==> src/ivp_pkg.sv <==
// constants for the interrupt vector and priority map: source table, levels, widths.
// assumes sources are listed in ascending vector order; index order is the fixed rank.
package ivp_pkg;

  // ----------------------------------------------------------------
  // widths
  // ----------------------------------------------------------------
  localparam int NUM_SRC = 18;
  localparam int NUM_MOD = 9;
  localparam int SRC_W = 5;
  localparam int VEC_W = 8;
  localparam int ADDR_W = 16;
  localparam int LVL_W = 4;
  localparam int FLD_W = 3;
  localparam int MOD_W = 4;

  // ----------------------------------------------------------------
  // fixed levels and address shift
  // ----------------------------------------------------------------
  localparam logic [LVL_W-1:0] NMI_LEVEL = 4'h8;
  localparam int VEC_ADDR_SHIFT = 2;
  localparam logic [VEC_W-1:0] VEC_POWER_ON = 8'h00;
  localparam logic [VEC_W-1:0] VEC_LAST = 8'h27;

  // ----------------------------------------------------------------
  // source indices (ascending vector order)
  // ----------------------------------------------------------------
  localparam int SRC_NMI = 0;
  localparam int SRC_IRQ0 = 1;
  localparam int SRC_SWEND = 9;
  localparam int SRC_WDT = 10;
  localparam int SRC_ADC = 11;
  localparam int SRC_TMR_A = 12;
  localparam int SRC_TMR_OVF = 16;
  localparam int SRC_SPARE = 17;

  // vector number of each source; index 17 is an unused spare slot held off
  localparam logic [VEC_W-1:0] SRC_VEC [NUM_SRC] = '{
    8'h07, 8'h10, 8'h11, 8'h12, 8'h13, 8'h14, 8'h15, 8'h16, 8'h17,
    8'h18, 8'h19, 8'h1C, 8'h20, 8'h21, 8'h22, 8'h23, 8'h24, 8'h00};

  // module priority field that governs each source; NMI uses none
  localparam logic [MOD_W-1:0] SRC_MOD [NUM_SRC] = '{
    4'h0, 4'h0, 4'h1, 4'h2, 4'h2, 4'h3, 4'h3, 4'h4, 4'h4,
    4'h5, 4'h6, 4'h7, 4'h8, 4'h8, 4'h8, 4'h8, 4'h8, 4'h0};

  // sources that may start the transfer controller (bit n = source n)
  localparam logic [NUM_SRC-1:0] SRC_XFER_OK = 18'h0FBFE;

  // sources that actually exist (spare held off)
  localparam logic [NUM_SRC-1:0] SRC_PRESENT = 18'h1FFFF;

endpackage

==> src/ivp_rank.sv <==
// fixed-order arbiter: highest level wins, ties go to the lowest index.
// assumes index order equals ascending vector number.
`timescale 1ns/1ps
`default_nettype none
module ivp_rank (
  input wire logic [ivp_pkg::NUM_SRC-1:0] valid,
  input wire logic [ivp_pkg::LVL_W-1:0] level [ivp_pkg::NUM_SRC],
  output logic found,
  output logic [ivp_pkg::SRC_W-1:0] win_idx,
  output logic [ivp_pkg::LVL_W-1:0] win_level
);
  import ivp_pkg::*;

  // ----------------------------------------------------------------
  // scan from the highest vector down so a lower vector of equal level
  // overwrites; the non-strict >= compare keeps the ranking fixed in hardware
  // ----------------------------------------------------------------
  always_comb begin
    found = 1'b0;
    win_idx = '0;
    win_level = '0;
    for (int i = NUM_SRC - 1; i >= 0; i--) begin
      if (valid[i] && (!found || level[i] >= win_level)) begin
        found = 1'b1;
        win_idx = SRC_W'(i);
        win_level = level[i];
      end
    end
  end

endmodule
`default_nettype wire

==> src/ivp_map.sv <==
// vector assignment and priority resolution for the interrupt controller.
// assumes request lines are already edge/level qualified and synchronous to sys_clk.
`timescale 1ns/1ps
`default_nettype none

// Functional notes
// - equal level: the smallest vector number wins first
// - per-module software priority field; higher value outranks lower
// - equal levels and sources within one module use fixed hardware order
// - qualifying requests can start the transfer controller instead of the cpu
// - vector address is four times the vector number, 0 through 39
// - conversion done uses vector 28 and may start a transfer
// - timer0 compare a-d use vectors 32-35, overflow 36; only compares start transfers
// - reserved system slots 2-4, 6, 12-15 never carry a request
// - nonmaskable pin request uses vector 7 regardless of priority fields
// - external pin requests 0-7 use vectors 16-23 in order
// - nonmaskable request has fixed level 8 and is always accepted
module ivp_map (
  input wire logic sys_clk,
  input wire logic sys_rst,
  input wire logic nmi_request,
  input wire logic [7:0] ext_irq_request,
  input wire logic software_transfer_end_request,
  input wire logic watchdog_interval_request,
  input wire logic conversion_done_request,
  input wire logic [3:0] timer0_capture_compare_request,
  input wire logic timer0_overflow_request,
  input wire logic [ivp_pkg::NUM_SRC-1:0] source_enable,
  input wire logic [ivp_pkg::NUM_SRC-1:0] transfer_select,
  input wire logic [ivp_pkg::FLD_W-1:0] module_priority_level_regs [ivp_pkg::NUM_MOD],
  output logic cpu_request,
  output logic [ivp_pkg::VEC_W-1:0] cpu_vector,
  output logic [ivp_pkg::ADDR_W-1:0] cpu_vector_addr,
  output logic [ivp_pkg::LVL_W-1:0] cpu_level,
  output logic transfer_controller_start,
  output logic [ivp_pkg::VEC_W-1:0] transfer_controller_vector
);
  import ivp_pkg::*;

  // ----------------------------------------------------------------
  // helpers
  // ----------------------------------------------------------------
  function automatic logic [ADDR_W-1:0] vec_to_addr(input logic [VEC_W-1:0] v);
    vec_to_addr = ADDR_W'({v, 2'b00});
  endfunction

  // system slots are never handed out; the source table holds none of them
  function automatic logic is_system_slot(input logic [VEC_W-1:0] v);
    is_system_slot = (v >= 8'h02 && v <= 8'h04) || v == 8'h06 ||
                     (v >= 8'h0C && v <= 8'h0F);
  endfunction

  // ----------------------------------------------------------------
  // raw request vector in source-table order
  // ----------------------------------------------------------------
  wire logic [NUM_SRC-1:0] raw_req;
  assign raw_req = {1'b0,                               // spare slot
                    timer0_overflow_request,            // vector 36
                    timer0_capture_compare_request,     // vectors 35..32
                    conversion_done_request,            // vector 28
                    watchdog_interval_request,          // vector 25
                    software_transfer_end_request,      // vector 24
                    ext_irq_request,                    // vectors 23..16
                    nmi_request};                       // vector 7

  // ----------------------------------------------------------------
  // qualification and effective levels
  // ----------------------------------------------------------------
  wire logic [NUM_SRC-1:0] valid;
  logic [LVL_W-1:0] eff_level [NUM_SRC];

  genvar g;
  generate
    for (g = 0; g < NUM_SRC; g++) begin : g_src
      if (g == SRC_NMI) begin : g_nmi
        // enable ignored: the nonmaskable request is always accepted
        assign valid[g] = raw_req[g];
        assign eff_level[g] = NMI_LEVEL;
      end else begin : g_mod
        assign valid[g] = raw_req[g] && source_enable[g] && SRC_PRESENT[g] &&
                          !is_system_slot(SRC_VEC[g]);
        assign eff_level[g] = {1'b0, module_priority_level_regs[SRC_MOD[g]]};
      end
    end
  endgenerate

  // ----------------------------------------------------------------
  // arbitration
  // ----------------------------------------------------------------
  logic found;
  logic [SRC_W-1:0] win_idx;
  logic [LVL_W-1:0] win_level;

  ivp_rank u_rank (
    .valid(valid),
    .level(eff_level),
    .found(found),
    .win_idx(win_idx),
    .win_level(win_level)
  );

  wire logic [VEC_W-1:0] win_vec;
  wire logic win_to_xfer;
  assign win_vec = SRC_VEC[win_idx];
  // a qualifying winner with its transfer select set goes to the transfer
  // controller only; nmi, watchdog and timer overflow can never go there
  assign win_to_xfer = found && SRC_XFER_OK[win_idx] && transfer_select[win_idx];

  // ----------------------------------------------------------------
  // registered outputs, one cycle after the requests
  // ----------------------------------------------------------------
  logic cpu_req_r;
  logic [VEC_W-1:0] cpu_vec_r;
  logic [ADDR_W-1:0] cpu_addr_r;
  logic [LVL_W-1:0] cpu_lvl_r;
  logic xfer_req_r;
  logic [VEC_W-1:0] xfer_vec_r;

  wire logic cpu_req_nxt;
  assign cpu_req_nxt = found && !win_to_xfer;

  always_ff @(posedge sys_clk) begin
    if (sys_rst) begin
      cpu_req_r <= 1'b0;
      cpu_vec_r <= VEC_POWER_ON;
      cpu_addr_r <= '0;
      cpu_lvl_r <= '0;
      xfer_req_r <= 1'b0;
      xfer_vec_r <= VEC_POWER_ON;
    end else begin
      cpu_req_r <= cpu_req_nxt;
      cpu_vec_r <= cpu_req_nxt ? win_vec : VEC_POWER_ON;
      cpu_addr_r <= cpu_req_nxt ? vec_to_addr(win_vec) : '0;
      cpu_lvl_r <= cpu_req_nxt ? win_level : '0;
      xfer_req_r <= win_to_xfer;
      xfer_vec_r <= win_to_xfer ? win_vec : VEC_POWER_ON;
    end
  end

  assign cpu_request = cpu_req_r;
  assign cpu_vector = cpu_vec_r;
  assign cpu_vector_addr = cpu_addr_r;
  assign cpu_level = cpu_lvl_r;
  assign transfer_controller_start = xfer_req_r;
  assign transfer_controller_vector = xfer_vec_r;

endmodule
`default_nettype wire

==> config.mk <==
export PLATFORM = sky130hd
export DESIGN_NAME = ivp_map
export DESIGN_NICKNAME = d
export VERILOG_FILES = /design/src/ivp_pkg.sv /design/src/ivp_rank.sv /design/src/ivp_map.sv
export SDC_FILE = /design/constraint.sdc
export NUM_CORES = 1
export LEC_CHECK = 0
export BUFFER_PORTS_ARGS = -buffer_cell sky130_fd_sc_hd__buf_2
export CELL_PAD_IN_SITES_DETAIL_PLACEMENT = 1
export CELL_PAD_IN_SITES_GLOBAL_PLACEMENT = 1
export CORE_MARGIN = 2
export CORE_UTILIZATION = 37
export CTS_CLUSTER_SIZE = 10
export DETAILED_ROUTE_END_ITERATION = 6
export PLACE_DENSITY = 0.95
export SYNTH_ARGS = -nofsm -noshare
export SYNTH_HDL_FRONTEND = slang
export SYNTH_SLANG_ARGS = --single-unit
==> constraint.sdc <==
create_clock -name sys_clk -period 48.5 [get_ports sys_clk]
set_input_delay 7.275 -clock sys_clk [delete_from_list [all_inputs] [get_ports sys_clk]]
set_output_delay 7.275 -clock sys_clk [all_outputs]
set_load 0.01 [all_outputs]
======== Yosys cells after proc, flatten, opt, wreduce, memory -nomap -nowiden ========
Memories as Yosys holds them, arrays and structs flattened.
Index checks and enable logic that the tools add are counted.
storage, ports and cells
  bits in read-only memories .............. 288
  memories kept ........................... 2
  bits in registers ....................... 30
  logic and storage cells ................. 157
memory list
  name             depth  width  read ports  clocked after Yosys merged registers in  write ports  RTL line        RTL
  (no name shown)  32     8      1           0                                        0            ivp_map.sv:104  assign win_vec = SRC_VEC[win_idx];
  (no name shown)  32     1      1           0                                        0            ivp_map.sv:107  assign win_to_xfer = found && SRC_XFER_OK[win_idx] && transfer_select[win_idx];
cells by class
  $lt $le $gt $ge ......................... 18
  reductions and logical operators ........ 71
  bitwise logic cells ..................... 3
  mux-type cells .......................... 56
operators by type and width
  cell                                                                                number
  5-bit two-way mux                                                                   17
  3-bit two-way mux                                                                   16
  3-bit greater-or-equal comparator                                                   15
  1-bit logical AND                                                                   35
  1-bit two-way mux                                                                   19
  1-bit zero test                                                                     17
  1-bit logical OR                                                                    16
  8-bit two-way mux                                                                   2
  6-bit greater-or-equal comparator, second input constant                            1
  5-bit by 6-bit less-than comparator with 1-bit output, second input constant        1
  5-bit NOT with 6-bit output                                                         1
  1-bit binary-select mux with 5-bit select                                           1
  4-bit by 3-bit greater-or-equal comparator with 1-bit output, first input constant  1
  4-bit two-way mux                                                                   1
  2-bit OR reduction                                                                  2
  3-bit OR reduction                                                                  1
  1-bit NOT                                                                           2

======== Logic depth before layout (Yosys ltp) ========
  depth in word-level cells ............... 74
  gate-level depth with buffers ........... 90
  depth with buffers taken out ............ 87

======== Modules after synthesis ========
A second synthesis with hierarchy kept.
second synthesis, totals
  cell total of the unflattened synthesis .. 627
  area total of the unflattened synthesis .. 4,729.5 sq um
modules (own cells, without submodules)
  module    cells each  area an instance (sq um)  sequential area each (sq um)  times used
  ivp_rank  499         3,574.7                   0.0                           1
  ivp_map   128         1,154.9                   360.3                         1

======== Least setup slack after synthesis ========
OpenSTA, ideal clock, no wires.
  path kind ............................... input to register
  start point ............................. input timer0_capture_compare_request[3]
  end point ............................... register xfer_vec_r[5] (netlist: transfer_controller_vector[5])
  path buffers ............................ 4
  data arrival time ....................... 23.957 ns
  data required time ...................... 48.427 ns
  path slack .............................. 24.470 ns
  cell stages on the path ................. 77
  library setup time ...................... 0.073 ns
  cells stage by stage .................... a222oi_1 > buf_4 > a21oi_1 > ha_1 > nand2b_1 > maj3_1 > a21bo_2 > nor2b_1 > mux2_2 > ha_1 > nand2b_1 > maj3_1 > a41oi_1 > mux2_2 > ha_1 > nand2b_1 > maj3_1 > a31oi_1 > [... 41 more ...] > a21o_1 > a21oi_1 > a21o_1 > nand2_1 > o21ai_0 > ha_1 > nand2b_1 > a21oi_1 > nor2b_1 > o311a_4 > or3_4 > or4_1 > buf_2 > o31ai_1 > a211oi_1 > a311oi_2 > buf_6 > nor3b_2
between the ends
  word-level cells in the longest chain between the ends .. 69
  elaborated cells on any way between the ends .. 121
  classes of those cells .................. 15 x order compare; 52 x mux; 2 x bitwise; 50 x reduce/logical; 2 x memory
ends and longest elaborated chain
  item                                                                         RTL line        RTL
  start, declared                                                              ivp_map.sv:26   input wire logic [3:0] timer0_capture_compare_request,
  1-bit logical AND (*)                                                        ivp_map.sv:80   assign valid[g] = raw_req[g] && source_enable[g] && SRC_PRESENT[g] &&
  1-bit logical AND (*)                                                        ivp_rank.sv:23  if (valid[i] && (!found || level[i] >= win_level)) begin
  3-bit two-way mux / 1-bit two-way mux (equally long branches)                ivp_rank.sv:23
  3-bit greater-or-equal comparator / 1-bit zero test (equally long branches)  ivp_rank.sv:23
  1-bit logical OR                                                             ivp_rank.sv:23
  1-bit logical AND                                                            ivp_rank.sv:23
  3-bit two-way mux / 1-bit two-way mux (equally long branches)                ivp_rank.sv:23
  3-bit greater-or-equal comparator / 1-bit zero test (equally long branches)  ivp_rank.sv:23
  [... 52 more ...]                                                            n/a
  1-bit logical OR                                                             ivp_rank.sv:23
  1-bit logical AND                                                            ivp_rank.sv:23
  5-bit two-way mux                                                            ivp_rank.sv:23
  memory read 32 x 1 bit                                                       n/a
  1-bit two-way mux (not written as such)                                      ivp_map.sv:107
  1-bit logical AND (2 in series)                                              ivp_map.sv:107
  1-bit NOT (no line)                                                          n/a
  2-bit OR reduction (no line)                                                 n/a
  end signal, assigned                                                         ivp_map.sv:136  xfer_vec_r <= win_to_xfer ? win_vec : VEC_POWER_ON;
  end, declared                                                                ivp_map.sv:117  logic [VEC_W-1:0] xfer_vec_r;
Mark *: on every way between the ends. The rest lies on a longest branch, timed or not. The select of a mux whose other input is x is not followed.
A chain may end at the register's enable or synchronous reset.

======== Worst setup path in the final report ========
  start point ............................. input timer0_capture_compare_request[3]
  end point ............................... register xfer_vec_r[4] (netlist: transfer_controller_vector[4])
The elaborated chain is that of the path after synthesis.

==> run_results.csv <==
group,metric,value,unit
sta,period_share,55.60,%
floorplan,initial_core_util,38.26,%
sta,maxSlewViolCount,0,
min_path,hold_class,"in -> reg",
clocking,clock-sinks,18,
sta,relSlewSlack,28.97,%
worst_setup_path,worstSetupEndpointType,"flop",
worst_setup_path,worstSetupPathType,"in -> reg",
layout,layout.nets,603,
logic_synthesis,yosys_warnings,0,
routing,routedWlPerCell,16.61,um
worst_setup_path,critPathLaunchType,"input pin",
worst_setup_path,crit_top_cell,"ha_1",
worst_setup_path,critical_path_buf_inv_count,4,
floorplan,core,7727,um2
pwr,leakagePower,1.740,nW
sta,fmax,37.08,MHz
logic_synthesis,async_reset_ff_share,0,%
logic_synthesis,ys_seq_elements,18,
worst_setup_path,critPathTopFamily,"compound AO/OA/AOI/OAI gates",
clocking,cts_buffers,3,
routing,vias,3376,
place,place_area,3460,um2
clocking,ctsResizeCount,0,
place,dp_cells,585,
global_route,grt_max_degree,19,
floorplan,core.rowCount,32,
worst_setup_path,cp.required,48700,ps
routing,ant_nets,0,
routing,wirelength,9786,um
clocking,cts_buffer_depth,2,
run,max-cap-violations,0,
floorplan,die_w,93.39,um
logic_synthesis,syn_inst,394,
floorplan,fp.dieH,93.39,um
clocking,cts_setup_buffers,0,
worst_setup_path,crit_slowest_cell,"a311oi_2",
routing,remaining_drc_errors,0,
outcome,status,"completed",
logic_synthesis,synth_area_per_cell,7.504,um2
logic_synthesis,yosys.cell_types.count,71,
routing,drt-pass1-iter-count,4,
routing,drt_iter0_markers,133,
place,numPortBuffers,101,
logic_synthesis,synth-edff-count,0,
floorplan,fp.dieArea,8722,um2
clocking,root_buffer,"clkbuf_8",
layout,fillCellCount,1026,
sta,setup_slack,21530,ps
global_route,antenna_found_initial,0,
sta,tightest_slew,1065,ps
sta,period_minus_slack,26970,ps
sta,hold_viol,0,
pwr,power_density,32.29,nW/um2
clocking,cts_hold_buf,0,
worst_setup_path,worstPathArrival,27170,ps
worst_setup_path,path_max_fanout,18,
global_route,grt-ovfl-total,0,
logic_synthesis,syn_area,2957,um2
sta,timing.hold.ws,7243,ps
logic_synthesis,synth_ff_type,"dfxtp_1",
pwr,vdd_drop_max,0.01358,mV
sta,setup_viol,0,
global_route,grt_usage,21.75,%
layout,layout-drive-gt1-share,29.16,%
place,dp_hpwl,8307,um
layout,fin_area,3515,um2
global_route,grt_pass1_wl,15640,um
place,dp_worst_setup_slack,21440,ps
sta,finalSetupTns,0,ps
sta,rsz0062_at_grt,"no",
clocking,clk_pin_slew,80,ps
logic_synthesis,synth-seq-area-share,12.19,%
layout,fin_cells,589,
global_route,grt_pass1_vias,3467,
floorplan,io_pins,120,
worst_setup_path,max_stage_delay,920,ps
layout,syn2layout_area_growth,18.87,%
routing,post_drt_via_cell_ratio,5.732,
clocking,cts_max_level,1,
layout,num_antenna_cells,0,
place,place_congestion,0.8784,
clocking,cts_tree,"done",
flip-flops by register name (all words and copies together) (netlist names):
signal / cells
cpu_vector: 6
transfer_controller_start: 1
cpu_level: 4
transfer_controller_vector: 6
cpu_request: 1
placed cells by master, fill, tap and decap left out, types with 16 or more instances in the layout:
master and n:
ha_1 33, nand2_1 46, dfxtp_1 18, inv_1 28, buf_2 101, o21ai_0 18, nor2_1 27, nand2b_1 17
a21oi_1 27, mux2_2 16
per-layer routing:
metal	part of all wire, %	track usage, %
met1	40	24.03
met3	3.5	0.8864
met4	2.1	6.127
met2	54	44.18
met5	0	0
final cells by class:
cell class                 count  area (um2)  area share [%]
timing repair buffer         102       513.0           14.60
sequential                    18       360.3           10.25
clock buffer                   4       55.05           1.566
tap                          102       127.6           3.631
inverter                      28       105.1           2.990
multi-input combinational    335        2354           66.96
per-stage QoR:
| stage | utilization (%) | power [mW] |
|---|---|---|
| 3_3_place_gp | 44.77 | 0.09344 |
| 2_1_floorplan | - | 0.07881 |
| 5_1_grt | 45.48 | 0.1225 |
| 4_1_cts | 45.48 | 0.1129 |
| 3_5_place_dp | 44.77 | 0.09941 |
| 6_report | 45.48 | 0.1135 |
report_power, final:
| part | switching (mW) | internal, mW |
|---|---|---|
| sequential | 0.00145 | 0.0188 |
| clock | 0.00565 | 0.00723 |
| combinational | 0.0469 | 0.0335 |
synth_stat cells (all sizes together), types with 3 or more instances:
cell     n  area share, %
nand2b  17            3.6
a31o     3           0.89
nand2   46            5.8
nor3     5           0.85
maj3     3            1.0
ha      33             14
o31ai    4            1.2
inv     28            3.6
a21oi   27            4.6
and2     7            1.5
and3b    3           0.89
and3     4            1.0
o211ai   4            1.0
a21o     7            1.8
o21ai   19            3.6
nor2    27            3.4
or3      3           0.80
nand3   10            1.7
mux2i    5            1.7
nor4     4            1.1
buf     24            6.1
mux2    16            6.1
a31oi   11            2.3
a22oi    3           0.93
dfxtp   18             12
nor2b    9            2.2
a311oi   3            1.3
nor3b    6            1.7
a211oi   4            1.0
o21bai   4            1.0
worst paths after layout:
kind	slack, ps	start	depth (start not counted)	endpoint
setup / recovery	21530	timer0_capture_compare_request[3]	77	transfer_controller_vector[4]$_SDFF_PP0_
hold / removal	7240	sys_rst	2	cpu_level[3]$_SDFF_PP0_
cells by family (layout without fill, tap and decap cells):
logic type                 count (synthesis)  count (layout)  synth area share [%]
AOI/OAI and AO/OA                        114             114                 28.19
xor gates and xnor gates                   1               1                0.2963
adders and majority gates                 36              36                 14.98
buffers and inverters                     54             134                 9.860
DFF                                       18              18                 12.19
muxes                                     21              21                 7.787
other                                      1              14                0.1268
and+or+nand+nor                          149             149                 26.58
Note: power is estimated with default switching activity, not from simulation.
